==> src/design/cfgio_map.svh <==
/*
  Offsets, field positions, reset values and timing counts of the
  configurable I/O port block. Assumes inclusion by bare name.
*/
`ifndef CFGIO_MAP_SVH
`define CFGIO_MAP_SVH

// ==========================================================
// Register offsets (byte addresses; data, cfga and cfgb each span four words, one per port)
`define CFGIO_OFF_DATA 8'h00
`define CFGIO_OFF_CFGA 8'h10
`define CFGIO_OFF_CFGB 8'h20
`define CFGIO_OFF_AIN_DIS 8'h30
`define CFGIO_OFF_STATUS 8'h34
`define CFGIO_OFF_BANK_MASK 8'hf0

// ==========================================================
// Reset values
`define CFGIO_RST_LATCH 8'hff
`define CFGIO_RST_CFGA 8'hff
`define CFGIO_RST_CFGB 8'h00
`define CFGIO_RST_AIN_DIS 8'h00

// ==========================================================
// Pin positions, index is port * 8 + bit
`define CFGIO_PIN_RST 13
`define CFGIO_PIN_TMR 10
`define CFGIO_PIN_XOUT 24
`define CFGIO_PIN_XIN 25
`define CFGIO_MASK_4P 32'h03003c3f
`define CFGIO_MASK_3P 32'h00033c3f

// ==========================================================
// Status fields
`define CFGIO_ST_CNT_LSB 0
`define CFGIO_ST_RPE 6
`define CFGIO_ST_CLK_LSB 7
`define CFGIO_ST_3P 9
`define CFGIO_ST_POR 10

// ==========================================================
// Timing
`define CFGIO_CLK_NS 40
`define CFGIO_GLITCH_NS 60
`define CFGIO_GLITCH_CYC \
  ((`CFGIO_GLITCH_NS + `CFGIO_CLK_NS - 1) / `CFGIO_CLK_NS)

`endif

==> src/design/cfgio_pkg.sv <==
/*
  Types of the configurable I/O port block.
  Assumes nothing of its surroundings.
*/
package cfgio_pkg;

  // ==========================================================
  // Output types, code is {cfga bit, cfgb bit}
  typedef enum logic [1:0] {
    CFGIO_QUASI = 2'b00,
    CFGIO_PUSH = 2'b01,
    CFGIO_INPUT = 2'b10,
    CFGIO_OPEN = 2'b11
  } cfgio_mode_e;

  // ==========================================================
  // Clock source selection from the user configuration
  typedef enum logic [1:0] {
    CFGIO_CLK_ONCHIP = 2'b00,
    CFGIO_CLK_EXTIN = 2'b01,
    CFGIO_CLK_XTAL = 2'b10,
    CFGIO_CLK_RSVD = 2'b11
  } cfgio_clksrc_e;

endpackage

==> src/design/cfgio_deglitch.sv <==
/*
  Glitch suppression stage for one pin input.
  Assumes the pin level is already synchronous to clk_i.
*/
`include "cfgio_map.svh"

module cfgio_deglitch #(
  parameter int unsigned CYC = 2
) (
  input wire logic clk_i,
  input wire logic rst_i,
  input wire logic in_i,
  output logic out_o
);
  import cfgio_pkg::*;

  logic [1:0] cnt_q;
  logic out_q;

  // ==========================================================
  // Level must differ for CYC cycles in a row before it passes
  always_ff @(posedge clk_i) begin
    if (rst_i) begin
      cnt_q <= 2'h0;
      out_q <= 1'b0;
    end else if (in_i == out_q) begin
      cnt_q <= 2'h0;
    end else if (cnt_q == 2'(CYC - 1)) begin
      cnt_q <= 2'h0;
      out_q <= in_i;
    end else begin
      cnt_q <= cnt_q + 2'h1;
    end
  end

  assign out_o = out_q;
endmodule

==> src/design/cfgio_pin.sv <==
/*
  Pad driver decode for one port pin.
  Assumes the mode given is already restricted for special pins.
*/
`include "cfgio_map.svh"

module cfgio_pin (
  input wire logic clk_i,
  input wire logic rst_i,
  input wire cfgio_pkg::cfgio_mode_e mode_i,
  input wire logic latch_i,
  output logic pad_o,
  output logic pad_oe_o,
  output logic pad_pu_o
);
  import cfgio_pkg::*;

  // ==========================================================
  always_comb begin
    pad_o = 1'b0;
    pad_oe_o = 1'b0;
    pad_pu_o = 1'b0;
    case (mode_i)
      CFGIO_QUASI: begin
        pad_oe_o = ~latch_i;
        pad_pu_o = latch_i;
      end
      CFGIO_PUSH: begin
        pad_oe_o = 1'b1;
        pad_o = latch_i;
      end
      CFGIO_OPEN: begin
        pad_oe_o = ~latch_i;
      end
      default: begin
        pad_oe_o = 1'b0;
      end
    endcase
  end
endmodule

==> src/design/cfgio_top.sv <==
/*
  Configurable I/O port block: four 8-bit ports with per-pin output
  types, port latches, glitch-suppressed inputs and a Wishbone slave.
  Assumes synchronous pin inputs, a synchronous active-high reset and
  static user configuration inputs.
*/
// Overview of operation
// - Four output types per pin, two bits each
// - Reset-capable pin is input only, never drives
// - Timer pin allows only input-only or open drain
// - Weak pull-up mode: one weak high, zero strong low
// - Open drain: no pull-up, drives low on zero
// - Push-pull drives latch value strongly both ways
// - Input-only drives nothing; inputs always deglitched
// - Analog pins drop output via input-only mode
// - Port 0 input disable bits, cleared by reset
// - Pins start input-only, then software configurable
// - Clock and reset pins withdrawn; 12 to 9
// - Three-port variant: reset pin gives 12 to 11
// - Reset pin resets when enabled or at power-up
`include "cfgio_map.svh"

module cfgio_top (
  input wire logic clk_i,
  input wire logic rst_i,
  input wire logic cyc_i,
  input wire logic stb_i,
  input wire logic we_i,
  input wire logic [7:0] adr_i,
  input wire logic [3:0] sel_i,
  input wire logic [31:0] dat_i,
  output logic [31:0] dat_o,
  output logic ack_o,
  input wire logic [31:0] pad_i,
  output logic [31:0] pad_o,
  output logic [31:0] pad_oe_o,
  output logic [31:0] pad_pu_o,
  input wire logic reset_pin_function_enable_i,
  input wire cfgio_pkg::cfgio_clksrc_e clk_src_i,
  input wire logic three_port_i,
  input wire logic por_active_i,
  output logic pin_reset_req_o
);
  import cfgio_pkg::*;

  localparam int unsigned GLITCH_CYC = `CFGIO_GLITCH_CYC;

  logic [7:0] latch_q [4];
  logic [7:0] cfga_q [4];
  logic [7:0] cfgb_q [4];
  logic [7:0] port0_digital_input_disable_q;
  logic ack_q;
  logic [31:0] dat_q;
  logic rst_req_q;
  logic [31:0] usable;
  logic [31:0] level;
  logic [31:0] rd_level;
  logic [31:0] status;
  logic [5:0] usable_cnt;
  logic [1:0] bank;
  logic wr_take;
  cfgio_mode_e eff_mode [32];

  // ==========================================================
  // Pins present on the variant, minus those claimed by the
  // clock source or the external reset function
  always_comb begin
    usable = three_port_i ? `CFGIO_MASK_3P : `CFGIO_MASK_4P;
    if (reset_pin_function_enable_i) begin
      usable[`CFGIO_PIN_RST] = 1'b0;
    end
    if (!three_port_i && clk_src_i == CFGIO_CLK_EXTIN) begin
      usable[`CFGIO_PIN_XIN] = 1'b0;
    end else if (!three_port_i && clk_src_i == CFGIO_CLK_XTAL) begin
      usable[`CFGIO_PIN_XIN] = 1'b0;
      usable[`CFGIO_PIN_XOUT] = 1'b0;
    end
  end

  function automatic logic [5:0] count_ones(input logic [31:0] v);
    logic [5:0] n;
    n = 6'h0;
    for (int i = 0; i < 32; i++) begin
      n = n + {5'h0, v[i]};
    end
    return n;
  endfunction

  assign usable_cnt = count_ones(usable);

  // ==========================================================
  // Effective output type per pin
  always_comb begin
    for (int i = 0; i < 32; i++) begin
      eff_mode[i] = cfgio_mode_e'({cfga_q[i / 8][i % 8],
                                   cfgb_q[i / 8][i % 8]});
      if (!usable[i]) begin
        eff_mode[i] = CFGIO_INPUT;
      end
    end
    // Configuration stored for this pin is never used
    eff_mode[`CFGIO_PIN_RST] = CFGIO_INPUT;
    if (eff_mode[`CFGIO_PIN_TMR] == CFGIO_QUASI ||
        eff_mode[`CFGIO_PIN_TMR] == CFGIO_PUSH) begin
      eff_mode[`CFGIO_PIN_TMR] = CFGIO_INPUT;
    end
  end

  // ==========================================================
  // Per-pin driver decode and glitch suppression
  for (genvar g = 0; g < 32; g++) begin : g_pin
    cfgio_pin u_pin (
      .clk_i(clk_i),
      .rst_i(rst_i),
      .mode_i(eff_mode[g]),
      .latch_i(latch_q[g / 8][g % 8]),
      .pad_o(pad_o[g]),
      .pad_oe_o(pad_oe_o[g]),
      .pad_pu_o(pad_pu_o[g])
    );
    cfgio_deglitch #(
      .CYC(GLITCH_CYC)
    ) u_dg (
      .clk_i(clk_i),
      .rst_i(rst_i),
      .in_i(pad_i[g]),
      .out_o(level[g])
    );
  end

  // Analog use of a pin removes its digital input on port 0
  always_comb begin
    rd_level = level & usable;
    rd_level[7:0] = rd_level[7:0] &
                    ~port0_digital_input_disable_q;
  end

  // ==========================================================
  // Wishbone slave: ack one cycle after the request, writes land
  // on the edge where the master samples ack
  assign bank = adr_i[3:2];
  assign wr_take = cyc_i && stb_i && we_i && ack_q && sel_i[0];

  always_ff @(posedge clk_i) begin
    if (rst_i) begin
      ack_q <= 1'b0;
    end else begin
      ack_q <= cyc_i && stb_i && !ack_q;
    end
  end

  always_comb begin
    status = 32'h0;
    status[`CFGIO_ST_CNT_LSB +: 6] = usable_cnt;
    status[`CFGIO_ST_RPE] = reset_pin_function_enable_i;
    status[`CFGIO_ST_CLK_LSB +: 2] = clk_src_i;
    status[`CFGIO_ST_3P] = three_port_i;
    status[`CFGIO_ST_POR] = por_active_i;
  end

  always_ff @(posedge clk_i) begin
    if (rst_i) begin
      dat_q <= 32'h0;
    end else if (cyc_i && stb_i && !ack_q) begin
      dat_q <= 32'h0;
      if ((adr_i & `CFGIO_OFF_BANK_MASK) == `CFGIO_OFF_DATA) begin
        dat_q <= {24'h0, rd_level[bank * 8 +: 8]};
      end else if ((adr_i & `CFGIO_OFF_BANK_MASK) == `CFGIO_OFF_CFGA) begin
        dat_q <= {24'h0, cfga_q[bank]};
      end else if ((adr_i & `CFGIO_OFF_BANK_MASK) == `CFGIO_OFF_CFGB) begin
        dat_q <= {24'h0, cfgb_q[bank]};
      end else if (adr_i == `CFGIO_OFF_AIN_DIS) begin
        dat_q <= {24'h0, port0_digital_input_disable_q};
      end else if (adr_i == `CFGIO_OFF_STATUS) begin
        dat_q <= status;
      end
    end
  end

  assign ack_o = ack_q;
  assign dat_o = dat_q;

  // ==========================================================
  // Port latches
  always_ff @(posedge clk_i) begin
    if (rst_i) begin
      for (int p = 0; p < 4; p++) begin
        latch_q[p] <= `CFGIO_RST_LATCH;
      end
    end else if (wr_take &&
                 (adr_i & `CFGIO_OFF_BANK_MASK) == `CFGIO_OFF_DATA) begin
      latch_q[bank] <= dat_i[7:0];
    end
  end

  // ==========================================================
  // Output type registers, input-only after reset
  always_ff @(posedge clk_i) begin
    if (rst_i) begin
      for (int p = 0; p < 4; p++) begin
        cfga_q[p] <= `CFGIO_RST_CFGA;
        cfgb_q[p] <= `CFGIO_RST_CFGB;
      end
    end else if (wr_take &&
                 (adr_i & `CFGIO_OFF_BANK_MASK) == `CFGIO_OFF_CFGA) begin
      cfga_q[bank] <= dat_i[7:0];
    end else if (wr_take &&
                 (adr_i & `CFGIO_OFF_BANK_MASK) == `CFGIO_OFF_CFGB) begin
      cfgb_q[bank] <= dat_i[7:0];
    end
  end

  // ==========================================================
  // Port 0 digital input disable
  always_ff @(posedge clk_i) begin
    if (rst_i) begin
      port0_digital_input_disable_q <= `CFGIO_RST_AIN_DIS;
    end else if (wr_take && adr_i == `CFGIO_OFF_AIN_DIS) begin
      port0_digital_input_disable_q <= dat_i[7:0];
    end
  end

  // ==========================================================
  // Reset pin function, filtered level keeps spikes out
  always_ff @(posedge clk_i) begin
    if (rst_i) begin
      rst_req_q <= 1'b0;
    end else begin
      rst_req_q <= !level[`CFGIO_PIN_RST] &&
                   (reset_pin_function_enable_i ||
                    por_active_i);
    end
  end

  assign pin_reset_req_o = rst_req_q;
endmodule

==> config.mk <==
export PLATFORM = sky130hd
export DESIGN_NAME = cfgio_top
export DESIGN_NICKNAME = d
export VERILOG_FILES = /design/src/design/cfgio_pkg.sv /design/src/design/cfgio_deglitch.sv /design/src/design/cfgio_pin.sv /design/src/design/cfgio_top.sv
export VERILOG_INCLUDE_DIRS = /design/src /design/src/design
export SDC_FILE = /design/constraint.sdc
export NUM_CORES = 1
export LEC_CHECK = 0
export BUFFER_PORTS_ARGS = -buffer_cell sky130_fd_sc_hd__buf_2
export CAP_MARGIN = 10
export CORE_MARGIN = 5
export CORE_UTILIZATION = 40
export CTS_CLUSTER_SIZE = 16
export DETAILED_ROUTE_END_ITERATION = 7
export PLACE_DENSITY = 0.66
export SYNTH_ARGS = -nofsm -noshare
export SYNTH_HDL_FRONTEND = slang
export SYNTH_SLANG_ARGS = --single-unit
==> constraint.sdc <==
create_clock -name clk_i -period 1.95 [get_ports clk_i]
set_input_delay 0.0975 -clock clk_i [delete_from_list [all_inputs] [get_ports clk_i]]
set_output_delay 0.0975 -clock clk_i [all_outputs]
set_load 0.02 [all_outputs]
### Word level (Yosys, flattened, before mapping)

Memory sizes are Yosys's and may differ from the RTL's.
Cells that the tools add are included.

* input bits: 86
* memories kept: 3
* bits in registers: 138
* output and inout port bits: 130
* RAM bits: 96
* word-level logic and storage cells: 638

* reduce and logical (&&, ||, !) cells: 148
* bitwise operators: 66
* eq/ne operators: 133
* shifts and indexed selects: 1
* add/subtract/negate cells: 63
* muxes and demuxes: 156

Memories
* cfga_q: words 4, width 8, rd ports 5, clocked after memory_dff 0, wr ports 4, line cfgio_top.sv:49 `logic [7:0] cfga_q [4];`
* cfgb_q: words 4, width 8, rd ports 5, clocked after memory_dff 0, wr ports 4, line cfgio_top.sv:50 `logic [7:0] cfgb_q [4];`
* latch_q: words 4, width 8, rd ports 4, clocked after memory_dff 0, wr ports 4, line cfgio_top.sv:48 `logic [7:0] latch_q [4];`

Operators with widths (number)
* $eq 2x1->1 const B: 65
* $add 6x1->6: 20
* $reduce_or 3->1: 32
* $mux 1: 80
* $mux 2: 36
* $add 2x1->2 const B: 32
* $eq 2x2->1 const B: 32
* $logic_not 2->1: 32
* $reduce_and 2->1: 32
* $not 1->1: 63
* $pmux 1 s2: 31
* $reduce_or 2->1: 31
* $mux 11: 5
* $add 6x1->6 const B: 6
* $and 32x26->32: 1
* $eq 1x1->1: 32
* $shiftx 32x6->8: 1
* $mux 26: 1
* $mux 8: 3
* $reduce_or 8->1: 3
* $eq 8x6->1 const B: 2
* $logic_and 1x1->1: 12
* $and 8x8->8: 1
* $logic_not 8->1: 1
* 10 further kinds: 13

### Depth between registers and ports, before layout

Gate-level depths: netlist (run 1).

* depth after elaboration: 37
* depth in mapped cells: 11
* mapped depth without buffers: 11

### Hierarchy

A second synthesis (run 1) with hierarchy kept.

* cells, all modules: 886
* area, all modules: 9530.4 um2

By module, submodules not included
* cfgio_top: cells an instance 458, area each 5609.1 um2, seq. area each 3303.2 um2, instances 1
* cfgio_pin: cells an instance 9, area each 73.8 um2, seq. area each 0.0 um2, instances 32
* cfgio_deglitch: cells an instance 10, area each 111.4 um2, seq. area each 60.1 um2, instances 14

### Least setup slack after synthesis (run 1)

OpenSTA, ideal clock, no wires.

* kind: input-to-reg
* start: input port clk_src_i[1]
* end: register dat_q[1] (netlist: dat_o[1])
* arrival: 1.721 ns
* slack: 0.133 ns
* data required time: 1.854 ns
* buffers on the path: 0
* stages on the path: 11
* setup time: 0.096 ns
* path through: nor2b_1 -> nor3_1 -> inv_1 -> ha_1 -> inv_1 -> ha_1 -> ha_1 -> mux2i_1 -> o21ai_0 -> a21oi_1 -> o41ai_2

* longest elaborated chain between the ends: 17
* elaborated cells between the ends (all ways): 22
* those cells by class: add/sub: 8; eq/ne: 2; shift: 1; mux: 8; bitwise: 1; reduce/logical: 2

Ends and longest elaborated chain
* start, declared: line cfgio_top.sv:39 `input wire cfgio_pkg::cfgio_clksrc_e clk_src_i,`
* $eq 2x2->1: line cfgio_top.sv:74 `end else if (!three_port_i && clk_src_i == CFGIO_CLK_XTAL) begin`
* $logic_and 1x1->1: line cfgio_top.sv:74
* $mux 2: line cfgio_top.sv:74
* $mux 1: line cfgio_top.sv:72 `if (!three_port_i && clk_src_i == CFGIO_CLK_EXTIN) begin`
* $add 6x1->6 (8 in series): line cfgio_top.sv:84 `n = n + {5'h0, v[i]};`
* $mux 11: line cfgio_top.sv:174 `` end else if (adr_i == `CFGIO_OFF_STATUS) begin ``
* $mux 11: line cfgio_top.sv:172 `` end else if (adr_i == `CFGIO_OFF_AIN_DIS) begin ``
* $mux 11: line cfgio_top.sv:170 `` end else if ((adr_i & `CFGIO_OFF_BANK_MASK) == `CFGIO_OFF_CFGB) begin ``
* $mux 11: line cfgio_top.sv:168 `` end else if ((adr_i & `CFGIO_OFF_BANK_MASK) == `CFGIO_OFF_CFGA) begin ``
* $mux 11 (*): line cfgio_top.sv:166 `` if ((adr_i & `CFGIO_OFF_BANK_MASK) == `CFGIO_OFF_DATA) begin ``
* end signal, assigned: line cfgio_top.sv:167 `dat_q <= {24'h0, rd_level[bank * 8 +: 8]};`
* end signal, assigned: line cfgio_top.sv:169 `dat_q <= {24'h0, cfga_q[bank]};`
* end signal, assigned: line cfgio_top.sv:171 `dat_q <= {24'h0, cfgb_q[bank]};`
* end, declared: line cfgio_top.sv:53 `logic [31:0] dat_q;`

Every way passes the cells marked *; elsewhere a longest branch is shown, timed or not.
A chain may end at the register's enable or synchronous reset.

==> results.yml, run 1 <==
cells_and_area:
  diodes: 0
  multi_input_area_um2: 3630
  drive_above_1_share_pct: 23.1
  seqCellArea_um2: 3570
  synthToLayoutAreaGrowth_pct: 14.2
  nets: 1025
  fillCellCount: 1875
placed_design:
  place_congestion: 0.865
  hpwlAfterDp_um: 13800
  io_buffers: 90
  pre_cts_slack_ns: -0.151
power:
  ir_worst_vdd_uv: 521
  power.total_w: 0.00731
  p_leak_nw: 4.02
  p_per_area_nw_per_um2: 788
status:
  status: "finished, final reports clean"
floorplan:
  fp-row-count: 52
  boundaryPins: 216
  dieWidth_um: 153
  dieArea_um2: 23300
  die_h_um: 153
  core_um2: 20100
  start_util_pct: 40.4
clock_network:
  clock_path_buffers: 2
  tritoncts: "done"
  path_clk_slew_ns: 0.06
  h-tree-depth: 4
  cts-buffers-inserted: 17
  cts_root_buf: "clkbuf_16"
  clk_latency_ns: 0.42
  post_cts_buffers: 0
  clock-sinks: 140
timing:
  min_period_ns: 1.79
  fmaxAchievable_mhz: 557
  finalCritPeriodShare_pct: 92.0
  worstMarginPinSlew_ns: 0.578
  rsz0062_at_grt: "no"
  maxSlewViolCount: 0
  hold_viol_final: 0
  relSlewSlack_pct: 61.5
  fin_ws_ns: 0.156
  setup_viol: 0
  skew_ns: 0.00554
detailed_routing:
  initialDrtViolationCount: 384
  vias_per_cell: 4.64
  met1_length_um: 7600
  dr_wl_met2_um: 8950
  wl_met3_um: 1230
  drtPass1Iterations: 5
  drt-total-wl_um: 18100
  vias: 5429
  ant_nets: 0
  top_layer_used: "met5"
  wl_per_cell_um: 15.5
  post-route-drc-count: 0
logic_synthesis:
  synth_cells: 789
  synth.distinct_cells: 55
  ys_top_cells_by_area: "edfxtp_1 28%, dfxtp_1 16%, buf_4 11%"
  synth_edf_count: 77
  avgSynthCellArea_um2: 10.3
  ys_seq_elements: 140
  synth_seq_area_share_pct: 44.0
  synth_async_sr_flop_share_pct: 0
  yosysWarnings: 0
  synth-main-ff-cell: "edfxtp_1"
  syn_area_um2: 8130
  synth.top_cell.area_share_pct: 28.5
  yosys.area.top_type: "edfxtp_1"
critical_path:
  crit_path_max_fanout: 3
  required_ns: 1.85
  worstPathArrival_ns: 1.70
  slowest_delay_ns: 0.41
  crit_type: "flip-flop to primary output"
  crit_family: "flip-flops"
  crit_chain: "nor3_2 -> ha_1 -> a21oi_1 -> nor2_1 -> buf_2"
  regToRegSetupSlack_ns: 0.27
  start_kind: "flip-flop"
  critPathBufInv: 1
  slowest_stage: "edfxtp_1"
  endpoint_kind: "primary output"
run:
  drv_cap: 0
global_route:
  grt_usage_pct: 15.6
  grt_pass1_wl_um: 28700
  grt_start_max_net_pins: 51
  antenna_found_initial: 1
  grt_pass1_vias: 5214
  grt_overflow: 0
min_path:
  min_path_type: "input port to flip-flop"
[cells in the final DEF (no fill, tap or decap), types with 4 or more instances in the layout]
master,count
nor2_1,96
buf_2,90
conb_1,80
edfxtp_1,77
dfxtp_1,63
ha_1,53
inv_1,49
buf_4,39
and2_1,35
nand2_1,30
mux2i_1,26
and3_1,25
clkbuf_16,20
a21oi_1,16
or2_2,16
or2_1,16
mux4_2,16
dlygate4sd3_1,16
nand2b_1,15
xnor2_1,15
or3_1,15
o21bai_1,10
nor2b_1,7
nor3_1,6
nand3_1,5
nand2_2,5
clkbuf_8,5
nor3b_1,4
a211oi_1,4
[kinds of logic after synthesis]
group	synth area share (%)
simple gates	19.2
other cells	0.0462
mux	7.64
flops	44.0
fa+ha+maj	8.16
compound gates	4.30
buf+inv	15.1
xor+xnor	1.62
[worst paths after layout]
check / startpoint / depth (start not counted) / endpoint
setup / recovery: cfga_q[3][0] / 5 / pad_oe_o[24]
hold / removal: dat_i[6] / 3 / port0_digital_input_disable_q[6]
setup reg to reg: ack_o / 5 / cfga_q[0][1]
hold reg to reg: g_pin[1].u_dg.cnt_q[0] / 1 / g_pin[1].u_dg.cnt_q[0]
[cell usage after synthesis (all sizes together) (3+ instances only)]
cell	instances
nand2b	15
ha	53
nor4	3
nor2b	7
nor2	97
or2	32
nor3	10
and2	35
a21oi	16
xnor2	15
mux2i	26
and3	25
buf	131
o211ai	3
nand2	35
nor3b	4
mux4	16
nand3	5
clkbuf	17
edfxtp	77
dfxtp	63
a211oi	4
inv	49
o21bai	10
or3	15
[area by class of cell]
| type | instances | area share, % |
|---|---|---|
| repair buffers | 147 | 10.2 |
| multi-input cells | 531 | 39.1 |
| inverters | 49 | 1.98 |
| flip-flops and latches | 140 | 38.5 |
| well taps | 270 | 3.64 |
| clock buffers | 29 | 6.42 |
| clock inverters | 3 | 0.175 |
[repair_timing]
action                                 CTS  global route
setup endpoints to repair                0             1
hold buffers                            16             0
resized for setup                        0             1
endpoints found under the hold margin   17             0
[flip-flops by register name (all words and copies together), names as in the netlist]
| signal | cells |
|---|---|
| cfgb_q | 32 |
| dat_o | 11 |
| latch_q | 13 |
| g_pin.u_dg.cnt_q | 28 |
| g_pin.u_dg.out_o | 14 |
| ack_o | 1 |
| port0_digital_input_disable_q | 8 |
| cfga_q | 32 |
| pin_reset_req_o | 1 |
[tightest hold or removal path, delay by kind of cell]
kind / cells / cell delay [ns]
buf+inv: 1 / 0.17
mux: 1 / 0.09
simple gates: 1 / 0.07
[stage by stage]
stage | hold slack, ns | utilization (%) | cell area [um2] | setup TNS, ns | instances
3_3_place_gp | 0.364 | 42.3 | 8500 | -0.156 | 1121
6_report | 0.0520 | 46.2 | 9280 | 0 | 1169
5_1_grt | 0.0848 | 46.2 | 9280 | 0 | 1169
2_1_floorplan | 0.241 | - | 8420 | 0 | 868
4_1_cts | 0.0428 | 46.1 | 9270 | 0 | 1169
3_5_place_dp | 0.373 | 42.3 | 8500 | -0.257 | 1121
[report_power, final]
| group | switching, W | internal [W] |
|---|---|---|
| Clock | 0.00118 | 0.00207 |
| Sequential | 0.0000629 | 0.00320 |
| Combinational | 0.000501 | 0.000297 |
[per-layer routing]
metal / vias up / global-route usage, %
met4: 2 / 4.88
met5: - / 0
li1: 2656 / -
met3: 25 / 3.66
met1: 2560 / 20.0
met2: 186 / 26.2
Note: power is estimated with default switching activity, not from simulation.
==> inputs of run 2 (changes only) <==
CELL_PAD_IN_SITES_DETAIL_PLACEMENT = 1   (was default)
CELL_PAD_IN_SITES_GLOBAL_PLACEMENT = 1   (was default)
CORE_UTILIZATION = 37   (was 40)
PLACE_DENSITY = default   (was 0.66)
PLACE_DENSITY_LB_ADDON = 0.1   (was default)
==> run 2 against run 1 <==
Compared with the run above:
- register-to-register slack got worse by 0.12 ns
- count of clock-buffer cells in the layout is 4 lower
- die area increased by 7.6%
- total power down 0.99%
- sequential share of layout area decreased by 0.11 points
- clock skew increased by 0.0018 ns
- critical path type unchanged
==> results.yml, run 2 (synthesis gave the netlist of run 1 again) <==
floorplan:
  die_h_um: 158
  dieWidth_um: 158
  dieArea_um2: 25000
  fp-row-count: 54
  start_util_pct: 37.3
  boundaryPins: 216
  core_um2: 21800
critical_path:
  regToRegEndpoint: "cfga_q[3][5]"
  crit_start: "cfga_q[3][0]"
  reg2reg_depth: 5
  endpoint_kind: "primary output"
  rr_startpoint: "ack_o"
  worstPathArrival_ns: 1.72
  required_ns: 1.85
  crit_path_max_fanout: 3
  start_kind: "flip-flop"
  crit_type: "flip-flop to primary output"
  regToRegSetupSlack_ns: 0.15
placed_design:
  post_dp_cell_area_um2: 8560
  place_congestion: 0.791
  pre_cts_slack_ns: -0.191
  io_buffers: 90
  hpwlAfterDp_um: 16500
global_route:
  grt_start_max_net_pins: 45
  antenna_found_initial: 1
  grt_pass1_vias: 5993
  grt_overflow: 0
  grt_usage_pct: 17.4
  grt_pass1_wl_um: 33000
power:
  p_int_w: 0.00540
  power.total_w: 0.00724
  p_per_area_nw_per_um2: 778
  ir_worst_vdd_uv: 556
  p_clk_share_pct: 43.5
  switchingPower_w: 0.00184
  pwr-share-seq_pct: 45.2
  combPwrFrac_pct: 11.4
  p_leak_nw: 4.03
  p_sw_share_pct: 25.4
clock_network:
  clock_path_buffers: 2
  cts_root_buf: "clkbuf_16"
  h-tree-depth: 4
  cts-buffers-inserted: 17
  clk_latency_ns: 0.42
  path_clk_slew_ns: 0.06
  clock-sinks: 140
  tritoncts: "done"
timing:
  min_period_ns: 1.81
  relSlewSlack_pct: 63.8
  fin_ws_ns: 0.137
  skew_ns: 0.00733
  setup_tns_ns: 0
  worstMarginPinSlew_ns: 0.543
  maxSlewViolCount: 0
  hold_viol_final: 0
  rsz0062_at_grt: "no"
  hold_slack_ns: 0.0255
  finalCritPeriodShare_pct: 93.0
  fmaxAchievable_mhz: 552
  setup_viol: 0
detailed_routing:
  ant_nets: 0
  vias_per_cell: 4.70
  initialDrtViolationCount: 182
  post-route-drc-count: 0
  wl_per_cell_um: 17.7
  drt-total-wl_um: 21000
  drtPass1Iterations: 4
  vias: 5573
min_path:
  min_path_type: "input port to flip-flop"
  min_from: "rst_i"
  worst_hold_path.num_cells: 2
  min_to: "port0_digital_input_disable_q[6]"
cells_and_area:
  fillCellCount: 2454
  nets: 1032
  drive_above_1_share_pct: 24.1
  final_cell_mix: "96 x nor2_1, 90 x buf_2, 80 x conb_1"
  layout_commonest_cell: "nor2_1"
  top_regs: "cfga_q (32), cfgb_q (32), g_pin.u_dg.cnt_q (28)"
  final_area_um2: 9310
  synthToLayoutAreaGrowth_pct: 14.5
  diodes: 0
status:
  status: "finished, final reports clean"
run:
  drv_cap: 0
## run 2: changes by cell type in the layout (fill, tap and decap cells not counted), sizes merged
cell	previous run	this run
clkinvlp	0	2
clkbuf	29	25
buf	131	139
clkinv	2	4
dlygate4sd3	16	15
## run 2: area by class of cell
| type | count | area (um2) | area share, % |
|---|---|---|---|
| Clock buffer | 25 | 531 | 5.70 |
| Clock inverter | 7 | 51.3 | 0.551 |
| Inverter | 49 | 184 | 1.98 |
| Multi-Input combinational cell | 531 | 3630 | 39.1 |
| Sequential cell | 140 | 3570 | 38.4 |
| Tap cell | 280 | 350 | 3.76 |
| Timing Repair Buffer | 154 | 981 | 10.5 |
## run 2: what timing repair did
action	4_1_cts	5_1_grt
gates resized for setup	0	3
hold endpoints to repair	16	0
setup endpoints to repair	0	17
hold buffers	15	0
setup buffers	0	0
## run 2: layer usage
metal | GRT usage [%] | vias to the layer above | share of wire, % | wire, um
met5 | 0 | - | 0 | 0
met4 | 5.08 | 0 | 1.5 | 321
met3 | 3.36 | 24 | 5.6 | 1170
met2 | 31.2 | 146 | 52 | 10800
met1 | 21.1 | 2722 | 41 | 8690
li1 | - | 2681 | - | -
## run 2: worst max-delay path: stages (launching register included)
cell and delay (ns):
edfxtp_1 0.41, nor3_2 0.24, ha_1 0.28, a21oi_1 0.14
nor2_1 0.06, buf_2 0.15
## run 2: power groups by stage
stage                     clock network [W]  registers (W)  logic (W)
after floorplan                           0        0.00332   0.000653
after global placement                    0        0.00333   0.000765
after detailed placement                  0        0.00333   0.000803
after CTS                           0.00323        0.00327   0.000830
after global routing                0.00335        0.00328   0.000916
final                               0.00315        0.00327   0.000822
## run 2: worst max-delay path by stage
stage / endpoint / slack [ns] / cells past startpoint
global route: pad_oe_o[25] / 0.04 / 10
global placement: dat_o[2] / -0.13 / 12
detailed placement: dat_o[2] / -0.19 / 12
floorplan: dat_o[1] / 0.13 / 11
finish: pad_oe_o[24] / 0.14 / 5
CTS: pad_oe_o[24] / 0.01 / 5
## run 2: metrics by stage
step           utilization [%]  instances
2_1_floorplan                -        868
3_3_place_gp              39.4       1139
3_5_place_dp              39.4       1139
4_1_cts                   42.7       1186
5_1_grt                   42.8       1186
6_report                  42.8       1186
==> inputs of run 3 (changes only) <==
CORE_UTILIZATION = 39   (was 37)
GPL_ROUTABILITY_DRIVEN = 0   (was default)
SLEW_MARGIN = 0   (was default)
SYNTH_HIERARCHICAL = 1   (was default)
==> run 3 against run 2 <==
Compared with the run above:
- the flow now finishes with violations (negative setup slack)
- utilization increased by 6.1 points
- worst hold slack improved by 0.010 ns
- clock skew about the same
- wire length increased by 20%
- count of clock-buffer cells in the layout decreased by 4
- total power increased by 13%
- sequential power increased by 14%
- via count increased by 25%
- combinational power increased by 30%
- synthesized cell count increased by 12%
- critical endpoint unchanged
- largest cell class unchanged
- highest routed layer is now met5
==> results.yml, run 3 <==
timing:
  setup_viol: 1
  rsz0062_at_grt: "yes"
  setup_tns_ns: -0.0178
  fmaxAchievable_mhz: 508
  hold_viol_final: 0
  finalCritPeriodShare_pct: 101
  skew_ns: 0.00750
  min_period_ns: 1.97
  relSlewSlack_pct: 56.6
  maxSlewViolCount: 0
  fin_ws_ns: -0.0178
  worstMarginPinSlew_ns: 0.651
critical_path:
  crit_type: "flip-flop to primary output"
  required_ns: 1.85
  start_kind: "flip-flop"
  reg2reg_depth: 6
  worstPathArrival_ns: 1.87
  endpoint_kind: "primary output"
  crit_path_max_fanout: 2
logic_synthesis:
  syn_area_um2: 9530
  avgSynthCellArea_um2: 10.8
  yosysMostFrequentCell: "ha_1"
  ys_top_cells_by_area: "edfxtp_1 30%, ha_1 15%, dfxtp_1 13%"
  synthTopCellsByCount: "113 x ha_1, 96 x edfxtp_1, 82 x inv_1, 82 x nor2_1, 64 x and2_2"
  ys_seq_elements: 159
  synth.distinct_cells: 48
  yosys.area.top_type: "edfxtp_1"
  synth_seq_area_share_pct: 43.5
  yosysWarnings: 6
  synth-main-ff-cell: "edfxtp_1"
  synth.top_cell.area_share_pct: 30.2
  synth_edf_count: 96
  synth_cells: 886
  synth_async_sr_flop_share_pct: 0
floorplan:
  dieWidth_um: 166
  die_h_um: 166
  start_util_pct: 39.4
  boundaryPins: 216
  fp-row-count: 57
  core_um2: 24200
  dieArea_um2: 27700
global_route:
  grt_overflow: 0
  grt_pass1_wl_um: 40300
  antenna_found_initial: 3
  grt_start_max_net_pins: 75
  grt_pass1_vias: 7317
  grt_usage_pct: 18.4
cells_and_area:
  drive_above_1_share_pct: 27.6
  layout_commonest_cell: "ha_1"
  final_cell_mix: "112 x ha_1, 99 x conb_1, 96 x edfxtp_1"
  nets: 1304
  final_area_um2: 11800
  top_regs: "cfga_q (32), cfgb_q (32), latch_q (32)"
  synthToLayoutAreaGrowth_pct: 24.0
  finalNonFillerCells: 1443
clock_network:
  clk_latency_ns: 0.43
  h-tree-depth: 4
  cts_root_buf: "clkbuf_16"
  clock_path_buffers: 2
  path_clk_slew_ns: 0.06
  tritoncts: "done"
  cts-buffers-inserted: 17
  clock-sinks: 159
min_path:
  min_path_type: "input port to flip-flop"
  worst_hold_path.num_cells: 4
detailed_routing:
  drt-total-wl_um: 25200
  drtPass1Iterations: 4
  vias_per_cell: 4.84
  wl_per_cell_um: 17.5
  ant_nets: 0
  vias: 6991
  post-route-drc-count: 0
  initialDrtViolationCount: 302
status:
  status: "complete, but fails checks"
  violations: "negative setup slack"
power:
  p_leak_nw: 5.20
  ir_worst_vdd_uv: 594
  p_per_area_nw_per_um2: 690
run:
  drv_cap: 0
placed_design:
  post_dp_cell_area_um2: 10900
  placed_cells_incl_taps: 1392
  io_buffers: 90
  hpwlAfterDp_um: 19100
-- run 3: cell types whose count changed after synthesis, sizes merged, moves of 15 or more --
cell / change
ha: +60
o21ba: +32
inv: +33
nor4: +27
nand2: -20
and2: +42
buf: -103
or3: +21
edfxtp: +19
nor2: -15
-- run 3: final timing paths --
check                    startpoint                endpoint  slack [ns]
max                    cfga_q[3][0]            pad_oe_o[24]       -0.02
max reg2reg                   ack_o           latch_q[0][1]        0.06
min reg2reg  g_pin[1].u_dg/cnt_q[0]  g_pin[1].u_dg/cnt_q[0]        0.43
min                    clk_src_i[1]                dat_o[8]        0.04
-- run 3: through the flow --
step           worst slack (ns)  power [W]  utilization, %  hold slack [ns]
2_1_floorplan            0.0389    0.00449               -            0.170
3_3_place_gp             -0.103    0.00478            45.3            0.364
3_5_place_dp             -0.135    0.00480            45.3            0.368
4_1_cts                 -0.0622    0.00820            48.5           0.0217
5_1_grt                  -0.118    0.00850            48.9           0.0566
6_report                -0.0178    0.00816            48.9           0.0355
-- run 3: layer usage --
layer | global-route usage, % | part of all wire (%) | vias to the layer above
li1 | - | - | 3387
met1 | 24.0 | 45 | 3406
met2 | 31.1 | 48 | 163
met3 | 3.88 | 4.8 | 31
met4 | 5.51 | 1.9 | 4
met5 | 0 | 0.083 | -
-- run 3: power breakdown --
group          internal (W)  switching [W]  total [W]  leakage [nW]
logic              0.000412       0.000657    0.00107          3.60
registers           0.00365      0.0000683    0.00372          1.31
clock network       0.00192        0.00145    0.00337         0.293
-- run 3: repair_timing --
item                       CTS  global route
buffers inserted             0             2
hold endpoints to repair    40             0
gates resized for setup      6            17
pin swaps                    1             0
setup endpoints to repair    2            54
hold buffers                16             0
-- run 3: cell families (layout without fill, tap and decap cells) --
group,count (synthesis),in the layout,synth area share [%]
flip-flops,159,159,43.5
adder cells (fa/ha/maj),113,113,14.8
XOR/XNOR,15,15,1.38
multiplexers,46,46,6.41
buffers and inverters,139,274,6.45
AO/OA/AOI/OAI,87,87,7.39
AND/OR/NAND/NOR,325,325,20.0
other,2,100,0.0788
-- run 3: worst max-delay path: stages (launching register included) --
cell and delay [ns]:
edfxtp_1 0.43, or3_4 0.37, inv_4 0.07, ha_4 0.18
o21ba_1 0.16, nor2_1 0.08, buf_4 0.15
-- run 3: cell type report --
| cell class | instances | area, um2 |
|---|---|---|
| Antenna cell | 1 | 2.50 |
| Fill cell | 2682 | 12400 |
| Inverter | 82 | 310 |
| Clock inverter | 11 | 90.1 |
| Tap cell | 324 | 405 |
| Timing Repair Buffer | 160 | 1130 |
| Multi-Input combinational cell | 685 | 5220 |
| Clock buffer | 21 | 514 |
| Sequential cell | 159 | 4150 |
